==> config.mk <==
export PLATFORM = sky130hd
export DESIGN_NAME = dpal_top
export DESIGN_NICKNAME = d
export VERILOG_FILES = /design/src/rtl/dpal_pkg.sv /design/src/rtl/dpal_top.sv /design/src/rtl/dpal_eval.sv
export SDC_FILE = /design/constraint.sdc
export NUM_CORES = 2
export LEC_CHECK = 0
export ABC_AREA = 1
export BUFFER_PORTS_ARGS = -buffer_cell sky130_fd_sc_hd__clkbuf_2
export CAP_MARGIN = 10
export CORE_UTILIZATION = 45
export CTS_BUF_LIST = sky130_fd_sc_hd__clkbuf_8
export CTS_CLUSTER_DIAMETER = 60
export DETAILED_ROUTE_END_ITERATION = 10
export PLACE_DENSITY = 0.6
export SLEW_MARGIN = 0
export SYNTH_ARGS = -nofsm -noshare
export SYNTH_HDL_FRONTEND = slang
export SYNTH_SLANG_ARGS = --single-unit
==> constraint.sdc <==
create_clock -name mclk_in -period 19.2 [get_ports mclk_in]
set_input_delay 3.84 -clock mclk_in [delete_from_list [all_inputs] [get_ports mclk_in]]
set_output_delay 3.84 -clock mclk_in [all_outputs]
set_load 0.02 [all_outputs]
==> src/rtl/dpal_pkg.sv <==
// constants and types shared by the dual process alarm logic
package dpal_pkg;

  // value width: signed engineering units, -9999 .. 99999
  localparam int VW = 18;
  localparam int HW = 14;
  localparam int TW = 12;

  // alarm kinds
  typedef enum logic [2:0] {
    DPAL_KIND_OFF   = 3'h0,
    DPAL_KIND_LOCAL = 3'h1,
    DPAL_KIND_HIGH  = 3'h2,
    DPAL_KIND_LOW   = 3'h3,
    DPAL_KIND_RATE  = 3'h4,
    DPAL_KIND_BAND  = 3'h5,
    DPAL_KIND_DEV   = 3'h6
  } dpal_kind_t;

  // value limits
  localparam logic signed [VW-1:0] VAL_MIN = 18'h3d8f1;
  localparam logic signed [VW-1:0] VAL_MAX = 18'h1869f;
  localparam logic [HW-1:0] HYST_MIN = 14'h0001;
  localparam logic [HW-1:0] HYST_MAX = 14'h270f;
  localparam logic [HW-1:0] HYST_DEF = 14'h0002;
  localparam logic [TW-1:0] RATE_MIN = 12'h001;
  localparam logic [TW-1:0] RATE_MAX = 12'he10;
  localparam logic [TW-1:0] RATE_DEF = 12'h005;

  // timing: one second in clock cycles
  localparam int CLK_PERIOD_NS = 100;
  localparam int SEC_NS = 1000000000;
  localparam int SEC_CYCLES = SEC_NS / CLK_PERIOD_NS;
  localparam int SEC_CW = 24;

  // register byte addresses
  localparam logic [7:0] A_CTRL = 8'h00;
  localparam logic [7:0] A_RANGE_LO = 8'h04;
  localparam logic [7:0] A_RANGE_HI = 8'h08;
  localparam logic [7:0] A_RATE = 8'h0c;
  localparam logic [7:0] A_STATUS = 8'h10;
  localparam logic [7:0] A_IRQ_STAT = 8'h14;
  localparam logic [7:0] A_IRQ_CLR = 8'h18;
  localparam logic [7:0] A_IRQ_EN = 8'h1c;
  // per alarm block: base 0x20 for alarm 0, 0x40 for alarm 1
  localparam logic [2:0] A_ALM_BLK0 = 3'h1;
  localparam logic [4:0] O_KIND = 5'h00;
  localparam logic [4:0] O_THR = 5'h04;
  localparam logic [4:0] O_HYST = 5'h08;
  localparam logic [4:0] O_OPTS = 5'h0c;
  localparam logic [4:0] O_MSG0 = 5'h10;
  localparam logic [4:0] O_MSG1 = 5'h14;
  localparam logic [4:0] O_MSG2 = 5'h18;
  localparam logic [4:0] O_ACK = 5'h1c;

  // indication select in control register
  localparam logic [1:0] IND_NONE = 2'h0;
  localparam logic [1:0] IND_REF = 2'h1;
  localparam logic [1:0] IND_VALVE = 2'h2;

  // option bits
  localparam int OPT_RELAY_OFF = 0;
  localparam int OPT_NO_LATCH = 1;
  localparam int OPT_ACK_DIS = 2;
  localparam int OPT_PU_LSB = 3;
  localparam int OPT_W = 5;
  localparam logic [1:0] PU_NORMAL = 2'h0;
  localparam logic [1:0] PU_FORCED = 2'h1;
  localparam logic [1:0] PU_DELAYED = 2'h2;

  // interrupt layout: [1:0] alarm raised, [3:2] alarm cleared
  localparam int IRQ_W = 4;

  // default nine-character messages, ascii
  localparam logic [71:0] MSG_DEF0 = 72'h414c41524d20312020;
  localparam logic [71:0] MSG_DEF1 = 72'h414c41524d20322020;

endpackage

==> src/rtl/dpal_top.sv <==
// dual process alarm logic: registers, rate window, latching, power-up, interrupts
`timescale 1ns/100ps
`default_nettype none
module dpal_top #(
  parameter int NA = 2,
  parameter int SEC_CYCLES = dpal_pkg::SEC_CYCLES,
  parameter logic signed [dpal_pkg::VW-1:0] RANGE_LO_DEF = 18'h00000,
  parameter logic signed [dpal_pkg::VW-1:0] RANGE_HI_DEF = 18'h003e8,
  parameter logic [1:0] PU_MODE_A0 = dpal_pkg::PU_NORMAL,
  parameter logic [1:0] PU_MODE_A1 = dpal_pkg::PU_NORMAL
) (
  input wire logic mclk_in,
  input wire logic sys_rst_in,
  input wire logic [7:0] addr_in,
  input wire logic [31:0] wdata_in,
  input wire logic wr_in,
  input wire logic rd_in,
  output logic [31:0] rdata_out,
  input wire logic signed [dpal_pkg::VW-1:0] process_value_in,
  input wire logic signed [dpal_pkg::VW-1:0] reference_indication_in,
  input wire logic local_mode_in,
  output logic [1:0] alarm_out,
  output logic [1:0] relay_out,
  output logic irq_out
);
  localparam int VW = dpal_pkg::VW;
  localparam int HW = dpal_pkg::HW;
  localparam int TW = dpal_pkg::TW;
  localparam int CW = dpal_pkg::SEC_CW;

  function automatic logic signed [VW-1:0] clamp(input logic signed [VW-1:0] v,
                                                   input logic signed [VW-1:0] lo,
                                                   input logic signed [VW-1:0] hi);
    if (v < lo) begin
      clamp = lo;
    end else if (v > hi) begin
      clamp = hi;
    end else begin
      clamp = v;
    end
  endfunction

  function automatic logic kind_ok(input logic [2:0] k, input logic [1:0] ind);
    if (k > dpal_pkg::DPAL_KIND_DEV) begin
      kind_ok = 1'b0;
    end else if (k == dpal_pkg::DPAL_KIND_BAND || k == dpal_pkg::DPAL_KIND_DEV) begin
      kind_ok = (ind == dpal_pkg::IND_REF);
    end else begin
      kind_ok = 1'b1;
    end
  endfunction

  function automatic logic alm_hit(input logic [7:0] a, input int idx, input logic [4:0] off);
    alm_hit = (a[7:5] == 3'(dpal_pkg::A_ALM_BLK0 + 3'(idx))) && (a[4:0] == off);
  endfunction

  // global configuration
  logic [1:0] ind_ff;
  logic signed [VW-1:0] range_lo_ff, range_hi_ff;
  logic [TW-1:0] rate_time_ff;
  logic [dpal_pkg::IRQ_W-1:0] irq_stat_ff, irq_en_ff, irq_ev;
  logic [31:0] nxt_rdata;

  always_ff @(posedge mclk_in or posedge sys_rst_in) begin
    if (sys_rst_in) begin
      ind_ff <= dpal_pkg::IND_NONE;
    end else if (wr_in && addr_in == dpal_pkg::A_CTRL && wdata_in[1:0] != 2'h3) begin
      ind_ff <= wdata_in[1:0];
    end
  end

  always_ff @(posedge mclk_in or posedge sys_rst_in) begin
    if (sys_rst_in) begin
      range_lo_ff <= RANGE_LO_DEF;
      range_hi_ff <= RANGE_HI_DEF;
    end else if (wr_in && addr_in == dpal_pkg::A_RANGE_LO) begin
      range_lo_ff <= clamp(wdata_in[VW-1:0], dpal_pkg::VAL_MIN, range_hi_ff);
    end else if (wr_in && addr_in == dpal_pkg::A_RANGE_HI) begin
      range_hi_ff <= clamp(wdata_in[VW-1:0], range_lo_ff, dpal_pkg::VAL_MAX);
    end
  end

  always_ff @(posedge mclk_in or posedge sys_rst_in) begin
    if (sys_rst_in) begin
      rate_time_ff <= dpal_pkg::RATE_DEF;
    end else if (wr_in && addr_in == dpal_pkg::A_RATE) begin
      if (wdata_in[31:TW] != '0 || wdata_in[TW-1:0] > dpal_pkg::RATE_MAX) begin
        rate_time_ff <= dpal_pkg::RATE_MAX;
      end else if (wdata_in[TW-1:0] < dpal_pkg::RATE_MIN) begin
        rate_time_ff <= dpal_pkg::RATE_MIN;
      end else begin
        rate_time_ff <= wdata_in[TW-1:0];
      end
    end
  end

  // shared rate window: seconds counter and window counter
  logic [CW-1:0] sec_cnt_ff;
  logic [TW-1:0] win_cnt_ff;
  logic signed [VW-1:0] sample_ff;
  logic signed [VW:0] delta_ff;
  logic sec_tick, win_end;

  assign sec_tick = (sec_cnt_ff == CW'(SEC_CYCLES - 1));
  assign win_end = sec_tick && (win_cnt_ff + 12'h001 >= rate_time_ff);

  always_ff @(posedge mclk_in or posedge sys_rst_in) begin
    if (sys_rst_in) begin
      sec_cnt_ff <= '0;
    end else begin
      sec_cnt_ff <= sec_tick ? '0 : sec_cnt_ff + 1'b1;
    end
  end

  always_ff @(posedge mclk_in or posedge sys_rst_in) begin
    if (sys_rst_in) begin
      win_cnt_ff <= '0;
      sample_ff <= '0;
      delta_ff <= '0;
    end else if (win_end) begin
      win_cnt_ff <= '0;
      sample_ff <= process_value_in;
      delta_ff <= {process_value_in[VW-1], process_value_in} - {sample_ff[VW-1], sample_ff};
    end else if (wr_in && addr_in == dpal_pkg::A_RATE) begin
      win_cnt_ff <= '0;
    end else if (sec_tick) begin
      win_cnt_ff <= win_cnt_ff + 12'h001;
    end
  end

  // per-alarm state
  dpal_pkg::dpal_kind_t kind_ff [NA];
  dpal_pkg::dpal_kind_t eff_kind [NA];
  logic signed [VW-1:0] thr_ff [NA];
  logic [HW-1:0] hyst_ff [NA];
  logic [dpal_pkg::OPT_W-1:0] opts_ff [NA];
  logic [71:0] msg_ff [NA];
  logic [NA-1:0] cond_ff, nxt_cond, latch_ff, nxt_latch, force_ff, sup_ff;
  logic [NA-1:0] alarm_ff, nxt_alarm, relay_ff, ack_req, ack_ok, gated;
  for (genvar i = 0; i < NA; i++) begin : g_alm
    localparam logic [1:0] PU_RST = (i == 0) ? PU_MODE_A0 : PU_MODE_A1;

    always_ff @(posedge mclk_in or posedge sys_rst_in) begin
      if (sys_rst_in) begin
        kind_ff[i] <= dpal_pkg::DPAL_KIND_OFF;
      end else if (wr_in && alm_hit(addr_in, i, dpal_pkg::O_KIND) && kind_ok(wdata_in[2:0], ind_ff)) begin
        kind_ff[i] <= dpal_pkg::dpal_kind_t'(wdata_in[2:0]);
      end
    end

    always_comb begin
      eff_kind[i] = kind_ff[i];
      if ((kind_ff[i] == dpal_pkg::DPAL_KIND_BAND || kind_ff[i] == dpal_pkg::DPAL_KIND_DEV)
          && ind_ff != dpal_pkg::IND_REF) begin
        eff_kind[i] = dpal_pkg::DPAL_KIND_OFF;
      end
    end

    always_ff @(posedge mclk_in or posedge sys_rst_in) begin
      if (sys_rst_in) begin
        thr_ff[i] <= (i == 0) ? RANGE_LO_DEF : RANGE_HI_DEF;
      end else if (wr_in && alm_hit(addr_in, i, dpal_pkg::O_THR)) begin
        if (kind_ff[i] == dpal_pkg::DPAL_KIND_RATE) begin
          thr_ff[i] <= clamp(wdata_in[VW-1:0], dpal_pkg::VAL_MIN, dpal_pkg::VAL_MAX);
        end else begin
          thr_ff[i] <= clamp(wdata_in[VW-1:0], range_lo_ff, range_hi_ff);
        end
      end
    end

    always_ff @(posedge mclk_in or posedge sys_rst_in) begin
      if (sys_rst_in) begin
        hyst_ff[i] <= dpal_pkg::HYST_DEF;
      end else if (wr_in && alm_hit(addr_in, i, dpal_pkg::O_HYST)) begin
        if (wdata_in[31:HW] != '0 || wdata_in[HW-1:0] > dpal_pkg::HYST_MAX) begin
          hyst_ff[i] <= dpal_pkg::HYST_MAX;
        end else if (wdata_in[HW-1:0] < dpal_pkg::HYST_MIN) begin
          hyst_ff[i] <= dpal_pkg::HYST_MIN;
        end else begin
          hyst_ff[i] <= wdata_in[HW-1:0];
        end
      end
    end

    always_ff @(posedge mclk_in or posedge sys_rst_in) begin
      if (sys_rst_in) begin
        opts_ff[i] <= {PU_RST, 3'h0};
      end else if (wr_in && alm_hit(addr_in, i, dpal_pkg::O_OPTS)) begin
        opts_ff[i] <= {(wdata_in[4:3] == 2'h3) ? opts_ff[i][4:3] : wdata_in[4:3], wdata_in[2:0]};
      end
    end

    always_ff @(posedge mclk_in or posedge sys_rst_in) begin
      if (sys_rst_in) begin
        msg_ff[i] <= (i == 0) ? dpal_pkg::MSG_DEF0 : dpal_pkg::MSG_DEF1;
      end else if (wr_in && alm_hit(addr_in, i, dpal_pkg::O_MSG0)) begin
        msg_ff[i][71:48] <= wdata_in[23:0];
      end else if (wr_in && alm_hit(addr_in, i, dpal_pkg::O_MSG1)) begin
        msg_ff[i][47:24] <= wdata_in[23:0];
      end else if (wr_in && alm_hit(addr_in, i, dpal_pkg::O_MSG2)) begin
        msg_ff[i][23:0] <= wdata_in[23:0];
      end
    end

    dpal_eval #(.VW(VW), .HW(HW)) u_eval (
      .kind_in(eff_kind[i]),
      .thr_in(thr_ff[i]),
      .hyst_in(hyst_ff[i]),
      .pv_in(process_value_in),
      .ref_in(reference_indication_in),
      .delta_in(delta_ff),
      .local_in(local_mode_in),
      .cond_in(cond_ff[i]),
      .nxt_cond_out(nxt_cond[i])
    );

    assign ack_req[i] = wr_in && alm_hit(addr_in, i, dpal_pkg::O_ACK) && wdata_in[0];
    assign ack_ok[i] = ack_req[i] && !(opts_ff[i][dpal_pkg::OPT_ACK_DIS] && cond_ff[i]);
    assign gated[i] = nxt_cond[i] && !sup_ff[i];

    always_comb begin
      nxt_latch[i] = latch_ff[i];
      if (eff_kind[i] == dpal_pkg::DPAL_KIND_OFF || opts_ff[i][dpal_pkg::OPT_NO_LATCH]) begin
        nxt_latch[i] = 1'b0;
      end else if (gated[i]) begin
        nxt_latch[i] = 1'b1;
      end else if (ack_ok[i]) begin
        nxt_latch[i] = 1'b0;
      end
      nxt_alarm[i] = (eff_kind[i] != dpal_pkg::DPAL_KIND_OFF) && (gated[i] || nxt_latch[i] || force_ff[i]);
    end

    always_ff @(posedge mclk_in or posedge sys_rst_in) begin
      if (sys_rst_in) begin
        force_ff[i] <= (PU_RST == dpal_pkg::PU_FORCED);
      end else if (ack_ok[i]) begin
        force_ff[i] <= 1'b0;
      end
    end

    always_ff @(posedge mclk_in or posedge sys_rst_in) begin
      if (sys_rst_in) begin
        sup_ff[i] <= (PU_RST == dpal_pkg::PU_DELAYED);
      end else if (eff_kind[i] != dpal_pkg::DPAL_KIND_OFF && !nxt_cond[i]) begin
        sup_ff[i] <= 1'b0;
      end
    end

    always_ff @(posedge mclk_in or posedge sys_rst_in) begin
      if (sys_rst_in) begin
        cond_ff[i] <= 1'b0;
        latch_ff[i] <= 1'b0;
        alarm_ff[i] <= 1'b0;
        relay_ff[i] <= 1'b0;
      end else begin
        cond_ff[i] <= nxt_cond[i];
        latch_ff[i] <= nxt_latch[i];
        alarm_ff[i] <= nxt_alarm[i];
        relay_ff[i] <= nxt_alarm[i] ^ opts_ff[i][dpal_pkg::OPT_RELAY_OFF];
      end
    end
  end

  // interrupts: raise and clear events, set wins over clear
  assign irq_ev = {~nxt_alarm & alarm_ff, nxt_alarm & ~alarm_ff};

  always_ff @(posedge mclk_in or posedge sys_rst_in) begin
    if (sys_rst_in) begin
      irq_stat_ff <= '0;
    end else if (wr_in && addr_in == dpal_pkg::A_IRQ_CLR) begin
      irq_stat_ff <= (irq_stat_ff & ~wdata_in[dpal_pkg::IRQ_W-1:0]) | irq_ev;
    end else begin
      irq_stat_ff <= irq_stat_ff | irq_ev;
    end
  end

  always_ff @(posedge mclk_in or posedge sys_rst_in) begin
    if (sys_rst_in) begin
      irq_en_ff <= '0;
    end else if (wr_in && addr_in == dpal_pkg::A_IRQ_EN) begin
      irq_en_ff <= wdata_in[dpal_pkg::IRQ_W-1:0];
    end
  end

  // read mux; data stand one cycle after the strobe only
  always_comb begin
    nxt_rdata = '0;
    case (addr_in)
      dpal_pkg::A_CTRL: nxt_rdata = {30'h0, ind_ff};
      dpal_pkg::A_RANGE_LO: nxt_rdata = 32'(range_lo_ff);
      dpal_pkg::A_RANGE_HI: nxt_rdata = 32'(range_hi_ff);
      dpal_pkg::A_RATE: nxt_rdata = {20'h0, rate_time_ff};
      dpal_pkg::A_STATUS: nxt_rdata = {24'h0, force_ff, sup_ff, cond_ff, alarm_ff};
      dpal_pkg::A_IRQ_STAT: nxt_rdata = {28'h0, irq_stat_ff};
      dpal_pkg::A_IRQ_EN: nxt_rdata = {28'h0, irq_en_ff};
      default: begin
        for (int j = 0; j < NA; j++) begin
          if (alm_hit(addr_in, j, dpal_pkg::O_KIND)) nxt_rdata = {29'h0, kind_ff[j]};
          if (alm_hit(addr_in, j, dpal_pkg::O_THR)) nxt_rdata = 32'(thr_ff[j]);
          if (alm_hit(addr_in, j, dpal_pkg::O_HYST)) nxt_rdata = {18'h0, hyst_ff[j]};
          if (alm_hit(addr_in, j, dpal_pkg::O_OPTS)) nxt_rdata = {27'h0, opts_ff[j]};
          if (alm_hit(addr_in, j, dpal_pkg::O_MSG0)) nxt_rdata = {8'h0, msg_ff[j][71:48]};
          if (alm_hit(addr_in, j, dpal_pkg::O_MSG1)) nxt_rdata = {8'h0, msg_ff[j][47:24]};
          if (alm_hit(addr_in, j, dpal_pkg::O_MSG2)) nxt_rdata = {8'h0, msg_ff[j][23:0]};
        end
      end
    endcase
  end

  always_ff @(posedge mclk_in or posedge sys_rst_in) begin
    if (sys_rst_in) begin
      rdata_out <= '0;
    end else begin
      rdata_out <= rd_in ? nxt_rdata : '0;
    end
  end

  assign alarm_out = alarm_ff;
  assign relay_out = relay_ff;
  assign irq_out = |(irq_stat_ff & irq_en_ff);
endmodule
`default_nettype wire

==> src/rtl/dpal_eval.sv <==
// per-alarm condition evaluator with hysteresis
`timescale 1ns/100ps
`default_nettype none
module dpal_eval #(
  parameter int VW = 18,
  parameter int HW = 14
) (
  input wire dpal_pkg::dpal_kind_t kind_in,
  input wire logic signed [VW-1:0] thr_in,
  input wire logic [HW-1:0] hyst_in,
  input wire logic signed [VW-1:0] pv_in,
  input wire logic signed [VW-1:0] ref_in,
  input wire logic signed [VW:0] delta_in,
  input wire logic local_in,
  input wire logic cond_in,
  output logic nxt_cond_out
);
  localparam int XW = VW + 3;
  logic signed [XW-1:0] pv_x, ref_x, thr_x, hyst_x, diff, meas;
  logic low_sense;

  assign pv_x = {{3{pv_in[VW-1]}}, pv_in};
  assign ref_x = {{3{ref_in[VW-1]}}, ref_in};
  assign thr_x = {{3{thr_in[VW-1]}}, thr_in};
  assign hyst_x = XW'({1'b0, hyst_in});
  assign diff = pv_x - ref_x;

  always_comb begin
    meas = pv_x;
    low_sense = 1'b0;
    nxt_cond_out = 1'b0;
    case (kind_in)
      dpal_pkg::DPAL_KIND_OFF: nxt_cond_out = 1'b0;
      dpal_pkg::DPAL_KIND_LOCAL: nxt_cond_out = local_in;
      dpal_pkg::DPAL_KIND_LOW: low_sense = 1'b1;
      dpal_pkg::DPAL_KIND_RATE: meas = {{2{delta_in[VW]}}, delta_in};
      dpal_pkg::DPAL_KIND_DEV: meas = diff;
      dpal_pkg::DPAL_KIND_BAND: meas = diff[XW-1] ? -diff : diff;
      default: meas = pv_x;
    endcase
    if (kind_in != dpal_pkg::DPAL_KIND_OFF && kind_in != dpal_pkg::DPAL_KIND_LOCAL) begin
      if (low_sense) begin
        nxt_cond_out = cond_in ? !(meas > thr_x + hyst_x) : (meas < thr_x);
      end else begin
        nxt_cond_out = cond_in ? !(meas < thr_x - hyst_x) : (meas > thr_x);
      end
    end
  end
endmodule
`default_nettype wire

Word-level counts from Yosys, hierarchy flattened
Cells that the tools add are included.
{"block": "totals", "register_bits": 395, "out_inout_bits": 37}
{"block": "op_classes", "add_sub_neg": 9, "order_cmp": 18, "n_eq_ne": 41, "n_mux": 58, "n_bitwise": 17, "reduce_logical": 86}
{"op": "32-bit 2-to-1 mux", "count": 14}
{"op": "32-bit one-hot mux with 7 select lines", "count": 1}
{"op": "18-bit 2-to-1 mux", "count": 8}
{"op": "21-bit one-hot mux with 3 select lines", "count": 2}
{"op": "12-bit 2-to-1 mux", "count": 5}
{"op": "1-bit logical AND", "count": 54}
{"op": "3-bit == test (second input constant)", "count": 14}
{"op": "21-bit by 18-bit greater-than comparator with 1-bit output", "count": 2}
{"op": "21-bit greater-than comparator", "count": 2}
{"op": "21-bit by 18-bit < comparator with 1-bit output", "count": 2}
{"op": "21-bit < comparator", "count": 2}
{"op": "18-bit by 15-bit adder with 19-bit output", "count": 2}
{"op": "18-bit by 15-bit subtractor with 19-bit output", "count": 2}
{"op": "18-bit by 18-bit subtractor with 19-bit output", "count": 2}
{"op": "8-bit by 5-bit == test with 1-bit output (second input constant)", "count": 4}
{"op": "14-bit 2-to-1 mux", "count": 2}
{"op": "24-bit by 1-bit adder with 24-bit output (second input constant)", "count": 1}
{"op": "24-bit == test (second input constant)", "count": 1}
{"op": "24-bit 2-to-1 mux", "count": 1}
{"op": "21-bit 2-to-1 mux", "count": 1}
{"op": "21-bit negator", "count": 1}
{"op": "5-bit == test (second input constant)", "count": 4}
{"op": "1-bit 2-to-1 mux", "count": 20}
{"op": "20-bit nonzero test", "count": 1}
{"op": "41 further kinds", "count": 81}

Depth between registers and ports, before layout
{"block": "logic_depth", "ltp_word": 19, "ltp_mapped": 42, "depth_no_buf": 41}

By module
From an unflattened synthesis, not the netlist that was laid out.
{"block": "hier_totals", "cells_unflattened": 4568, "area_unflattened_um2": 31418.9}
{"mod": "dpal_top", "n_inst": 1, "cells_each": 2683, "area_each_um2": 20885.0, "seq_area_each_um2": 9779.4}
{"mod": "dpal_eval at g_alm[1].u_eval", "n_inst": 1, "cells_each": 961, "area_each_um2": 5320.1, "seq_area_each_um2": 0.0}
{"mod": "dpal_eval at g_alm[0].u_eval", "n_inst": 1, "cells_each": 924, "area_each_um2": 5213.8, "seq_area_each_um2": 0.0}

Least setup slack after synthesis
OpenSTA, ideal clock, no wires.
{"block": "synth_path", "kind": "input-to-reg", "startpoint": "in process_value_in[0] (netlist name)", "endpoint": "reg relay_ff[1], in the netlist relay_out[1]", "setup_ns": 0.122, "arrival_ns": 7.943, "setup_slack_ns": 11.134, "cell_stages": 39, "cell_sequence": "inv_1 -> ha_1 -> inv_1 -> fa_1 -> inv_1 -> ha_1 -> inv_1 -> nor2_1 -> nand3_1 -> nor2_1 -> nand2_1 -> nor2_1 -> nand2_1 -> nor3_1 -> inv_1 -> nor4_1 -> nor2_1 -> xor2_1 -> [... 3 more ...] -> ha_1 -> a21oi_1 -> o21a_1 -> nor2_1 -> a211oi_1 -> o21ai_1 -> inv_1 -> nand2_1 -> nand2_1 -> nand2_1 -> nor2_1 -> nor2_1 -> nand2_1 -> nand2_1 -> nand2_2 -> o211ai_2 -> nand2_1 -> nand2_1"}
{"block": "synth_via", "elab_chain_len": 14}
{"element": "start, declared", "line": "dpal_top.sv:19", "rtl": "input wire logic signed [dpal_pkg::VW-1:0] process_value_in,"}
{"element": "18-bit by 18-bit subtractor with 19-bit output", "line": "dpal_eval.sv:26", "rtl": "assign diff = pv_x - ref_x;"}
{"element": "21-bit negator", "line": "dpal_eval.sv:38", "rtl": "dpal_pkg::DPAL_KIND_BAND: meas = diff[XW-1] ? -diff : diff;"}
{"element": "21-bit 2-to-1 mux", "line": "dpal_eval.sv:38"}
{"element": "21-bit one-hot mux with 3 select lines *", "line": "dpal_eval.sv:32", "rtl": "case (kind_in)"}
{"element": "21-bit < comparator or 21-bit greater-than comparator (tied branches)", "line": "dpal_eval.sv:45, dpal_eval.sv:43"}
{"element": "1-bit logical NOT (on tied branches)", "line": "dpal_eval.sv:45, dpal_eval.sv:43"}
{"element": "1-bit 2-to-1 mux (on tied branches)", "line": "dpal_eval.sv:45, dpal_eval.sv:43"}
{"element": "1-bit 2-to-1 mux *", "line": "dpal_eval.sv:42", "rtl": "if (low_sense) begin"}
{"element": "1-bit 2-to-1 mux *", "line": "dpal_eval.sv:41", "rtl": "if (kind_in != dpal_pkg::DPAL_KIND_OFF && kind_in != dpal_pkg::DPAL_KIND_LOCAL) begin"}
{"element": "1-bit 2-to-1 mux", "line": "dpal_top.sv:225", "rtl": "end else if (gated[i]) begin"}
{"element": "1-bit 2-to-1 mux", "line": "dpal_top.sv:223", "rtl": "if (eff_kind[i] == dpal_pkg::DPAL_KIND_OFF || opts_ff[i][dpal_pkg::OPT_NO_LATCH]) begin"}
{"element": "1-bit logical OR *", "line": "dpal_top.sv:230", "rtl": "nxt_alarm[i] = (eff_kind[i] != dpal_pkg::DPAL_KIND_OFF) && (gated[i] || nxt_latch[i] || force_ff[i]);"}
{"element": "1-bit logical AND *", "line": "dpal_top.sv:230"}
{"element": "net nxt_alarm[1]", "line": "dpal_top.sv:139", "rtl": "logic [NA-1:0] alarm_ff, nxt_alarm, relay_ff, ack_req, ack_ok, gated;"}
{"element": "1-bit bitwise XOR *", "line": "dpal_top.sv:259", "rtl": "relay_ff[i] <= nxt_alarm[i] ^ opts_ff[i][dpal_pkg::OPT_RELAY_OFF];"}
{"element": "end signal, assigned by index", "line": "dpal_top.sv:259"}
{"element": "end, declared", "line": "dpal_top.sv:139"}
Mark *: on every way through the listed nets, which the timed path passes. The rest lies on a longest branch.
A chain may end at the register's enable or synchronous reset.

Final worst setup path
{"block": "layout_path", "startpoint": "in process_value_in[0] (netlist name)", "endpoint": "reg irq_stat_ff[1] (netlist name)"}
{"block": "layout_via", "elab_chain_len": 16}
{"element": "18-bit by 18-bit subtractor with 19-bit output", "line": "dpal_eval.sv:26"}
{"element": "21-bit negator", "line": "dpal_eval.sv:38"}
{"element": "21-bit 2-to-1 mux", "line": "dpal_eval.sv:38"}
{"element": "21-bit one-hot mux with 3 select lines *", "line": "dpal_eval.sv:32"}
{"element": "21-bit < comparator or 21-bit greater-than comparator (tied branches)", "line": "dpal_eval.sv:45, dpal_eval.sv:43"}
{"element": "1-bit logical NOT (on tied branches)", "line": "dpal_eval.sv:45, dpal_eval.sv:43"}
{"element": "1-bit 2-to-1 mux (on tied branches)", "line": "dpal_eval.sv:45, dpal_eval.sv:43"}
{"element": "1-bit 2-to-1 mux *", "line": "dpal_eval.sv:42"}
{"element": "1-bit 2-to-1 mux *", "line": "dpal_eval.sv:41"}
{"element": "1-bit 2-to-1 mux", "line": "dpal_top.sv:225"}
{"element": "1-bit 2-to-1 mux", "line": "dpal_top.sv:223"}
{"element": "1-bit logical OR *", "line": "dpal_top.sv:230"}
{"element": "1-bit logical AND *", "line": "dpal_top.sv:230"}
{"element": "net nxt_alarm[1]", "line": "dpal_top.sv:139"}
{"element": "2-bit AND *", "line": "dpal_top.sv:265", "rtl": "assign irq_ev = {~nxt_alarm & alarm_ff, nxt_alarm & ~alarm_ff};"}
{"element": "4-bit OR (on tied branches)", "line": "dpal_top.sv:273, dpal_top.sv:271"}
{"element": "4-bit 2-to-1 mux *", "line": "dpal_top.sv:270", "rtl": "end else if (wr_in && addr_in == dpal_pkg::A_IRQ_CLR) begin"}
{"element": "end signal, assigned", "line": "dpal_top.sv:271", "rtl": "irq_stat_ff <= (irq_stat_ff & ~wdata_in[dpal_pkg::IRQ_W-1:0]) | irq_ev;"}
{"element": "end signal, assigned", "line": "dpal_top.sv:273", "rtl": "irq_stat_ff <= irq_stat_ff | irq_ev;"}
{"element": "end, declared", "line": "dpal_top.sv:61", "rtl": "logic [dpal_pkg::IRQ_W-1:0] irq_stat_ff, irq_en_ff, irq_ev;"}
Marked as above.

==> flow_summary.json <==
{
  "synth_adder_area_share_pct": 11.1,
  "criticalPathCategory": "input port to flop",
  "fin_tns_setup_ns": 0,
  "fin_crit_sh_pct": 43.7,
  "drt-initial-drc-count": 2976,
  "io_buffers": 117,
  "endpoint": "irq_stat_ff[1]$_DFF_PP0_",
  "grt_max_degree": 147,
  "via_per_inst": 5.69,
  "ys_warn_count": 0,
  "drcViolationCount": 0,
  "r2r_cells": 31,
  "dp_worst_setup_slack_ns": 10.21,
  "crit_path_start": "process_value_in[0]",
  "drtAntennaViolNets": 0,
  "synth_cells": 3978,
  "die_w_um": 255,
  "status": "complete, no violations",
  "slew_violations": 0,
  "synth_compound_area_share_pct": 19.6,
  "cts_setup_buffers": 0,
  "crit_path_max_incr_delay_ns": 0.49,
  "finalWorstSetupSlack_ns": 10.80,
  "powerDensity_nw_per_um2": 77.4,
  "cts_inserted_buffers": 76,
  "num_rows": 92,
  "cts_resized": 0,
  "drt-pass1-iter-count": 6,
  "synth.distinct_cells": 63,
  "vias": 28309,
  "clk_path_buf_depth": 3,
  "synth_edf_count": 0,
  "cap_viol_max_count": 0,
  "detail_route.wl_per_cell_um": 21.5,
  "grt-ovfl-total": 0,
  "path_common_cell": "nand2_1",
  "grt_util_all_layers_pct": 33.2,
  "h-tree-depth": 3,
  "yosysTopAreaCell": "dfrtp_1",
  "rsz0062_at_grt": "false",
  "grt_pass1_wl_um": 162000,
  "core_area_um2": 63100,
  "yosys.area_share.simple_pct": 22.8,
  "synth_xor_area_share_pct": 2.96,
  "synth_top_family_by_area": "simple AND/OR/NAND/NOR gates",
  "ys_seq_elements": 388,
  "place_hpwl_um": 80900,
  "hold_viol_final": 0,
  "r2r_slack_ns": 14.07,
  "setup_viol": 0,
  "max_freq_mhz": 119,
  "end_kind": "flop",
  "antenna_found_initial": 3,
  "cts_tree": "yes",
  "muxShareOfSynthArea_pct": 0,
  "ctsRootBufferMaster": "clkbuf_8",
  "ios": 118,
  "period_minus_slack_ns": 8.40,
  "cp_max_fo": 5,
  "vdd.ir_drop.worst_mv": 0.0564,
  "clkLatencyLatePin_ns": 0.69,
  "yosys-top-cells-count": "888 x nand2_1, 528 x inv_1, 441 x o21ai_0, 332 x dfrtp_1, 282 x nor2_1",
  "cts_sinks": 388,
  "yosys-top-cells-area": "dfrtp_1 29%, nand2_1 12%, ha_1 11%, o21ai_0 7.7%, inv_1 6.9%",
  "worst_ep_required_time_ns": 19.77,
  "netlist_area_um2": 28700,
  "die_h_um": 255,
  "synth_top_area_share_pct": 28.9,
  "die-area_um2": 64800,
  "drt-total-wl_um": 107000,
  "worst_r2r_startpoint": "kind_ff[4]$_DFFE_PP0P_",
  "area_delta_synth_final_pct": 10.7,
  "hp-start": "sec_cnt_ff[0]$_DFF_PP0_",
  "skew_ns": 0.0448,
  "fin_nets": 4397,
  "hold_path.class": "flop to flop",
  "synth_ff_type": "dfrtp_1",
  "yosysMostFrequentCell": "nand2_1",
  "r2r_end": "irq_stat_ff[0]$_DFF_PP0_",
  "synthArstFlopShare_pct": 100,
  "cts_hold_buffers": 0,
  "dpl.cell_count": 4831,
  "syn_nets": 4311,
  "leakagePower_nw": 16.0,
  "instances_no_fill": 4974,
  "worst_pin_slew_ns": 1.01,
  "slowest_stage": "fa_1",
  "worstPathArrival_ns": 8.97,
  "worstSetupStartpointType": "input port",
  "synth-seq-area-share_pct": 34.1,
  "start_util_pct": 45.5,
  "relSlewSlack_pct": 32.8,
  "drive_above_1_share_pct": 9.38,
  "grt_pass1_vias": 26715,
  "syn_avg_cell_area_um2": 7.22,
  "gp_congestion": 0.995,
  "clk_pin_slew_ns": 0.06
}
## layer usage
layer  up-vias  share of wire, %  track usage (%)
met5         -                 0                0
met4         0               4.8             15.4
met3       245               7.5             4.89
met2      1204                44             51.3
met1     13277                43             45.7
li1      13583                 -                -
## worst max-delay path: cells and delay by family
| family | cells | cell delay, ns |
|---|---|---|
| AOI/OAI and AO/OA | 6 | 1.01 |
| xor gates and xnor gates | 1 | 0.15 |
| adders and majority gates | 4 | 1.16 |
| buffers and inverters | 8 | 0.72 |
| and+or+nand+nor | 21 | 2.10 |
## where the power goes
group          switching, W  internal (W)
clock network      0.000401      0.000502
logic              0.000441      0.000211
registers         0.0000379      0.000866
## layout make-up
type	count	area (µm²)
Multi-Input combinational cell	2876	16300
Fill cell	6451	31300
Sequential cell	388	9780
Antenna cell	3	7.51
Clock inverter	45	342
Tap cell	846	1060
Clock buffer	94	1290
Inverter	561	2120
Timing Repair Buffer	161	928
## state kept, by name (all words and copies together), names as in the netlist
register	flops
win_cnt_ff	12
cond_ff	2
sample_ff	18
latch_ff	2
delta_ff	19
sec_cnt_ff	24
alarm_out	2
relay_out	2
msg_ff	144
opts_ff	10
thr_ff	36
range_lo_ff	18
irq_en_ff	4
kind_ff	6
range_hi_ff	18
rdata_out	25
rate_time_ff	12
irq_stat_ff	4
hyst_ff	28
ind_ff	2
## how the worst min path moves through the flow
| stage | cells after the start | end | slack (ns) |
|---|---|---|---|
| finish | 1 | sec_cnt_ff[0]$_DFF_PP0_ | 0.46 |
| floorplan | 1 | sec_cnt_ff[0]$_DFF_PP0_ | 0.43 |
| global route | 1 | sec_cnt_ff[0]$_DFF_PP0_ | 0.49 |
| CTS | 1 | sec_cnt_ff[0]$_DFF_PP0_ | 0.47 |
| global placement | 1 | sec_cnt_ff[0]$_DFF_PP0_ | 0.45 |
| detailed placement | 1 | sec_cnt_ff[0]$_DFF_PP0_ | 0.46 |
## cell families after synthesis
kind of cell / after synthesis
simple gates: 1555
compound gates: 972
buf+inv: 714
flops: 388
fa+ha+maj: 252
xor+xnor: 97
## metrics by stage
stage	power (W)	hold WS (ns)	util [%]	cell area [µm²]
3_5_place_dp	0.00155	0.462	47.8	30100
2_1_floorplan	0.00135	0.432	-	28700
4_1_cts	0.00246	0.468	50.4	31800
5_1_grt	0.00259	0.491	50.4	31800
6_report	0.00246	0.464	50.4	31800
3_3_place_gp	0.00155	0.454	47.8	30100
## placed cells by master (no fill, tap or decap), types with 33 or more instances in the layout
cell type and instances:
a31oi_1 33, o21ai_0 441, nor3_1 53, clkbuf_8 94, clkbuf_2 117, o22ai_1 68
nand2_1 885, inv_1 553, nor2_1 278, xor2_1 90, a21oi_1 228, buf_4 43
nand3_1 215, ha_1 246, dfrtp_1 332, nand4_1 61, dfstp_2 56
Note: power is estimated with default switching activity, not from simulation.
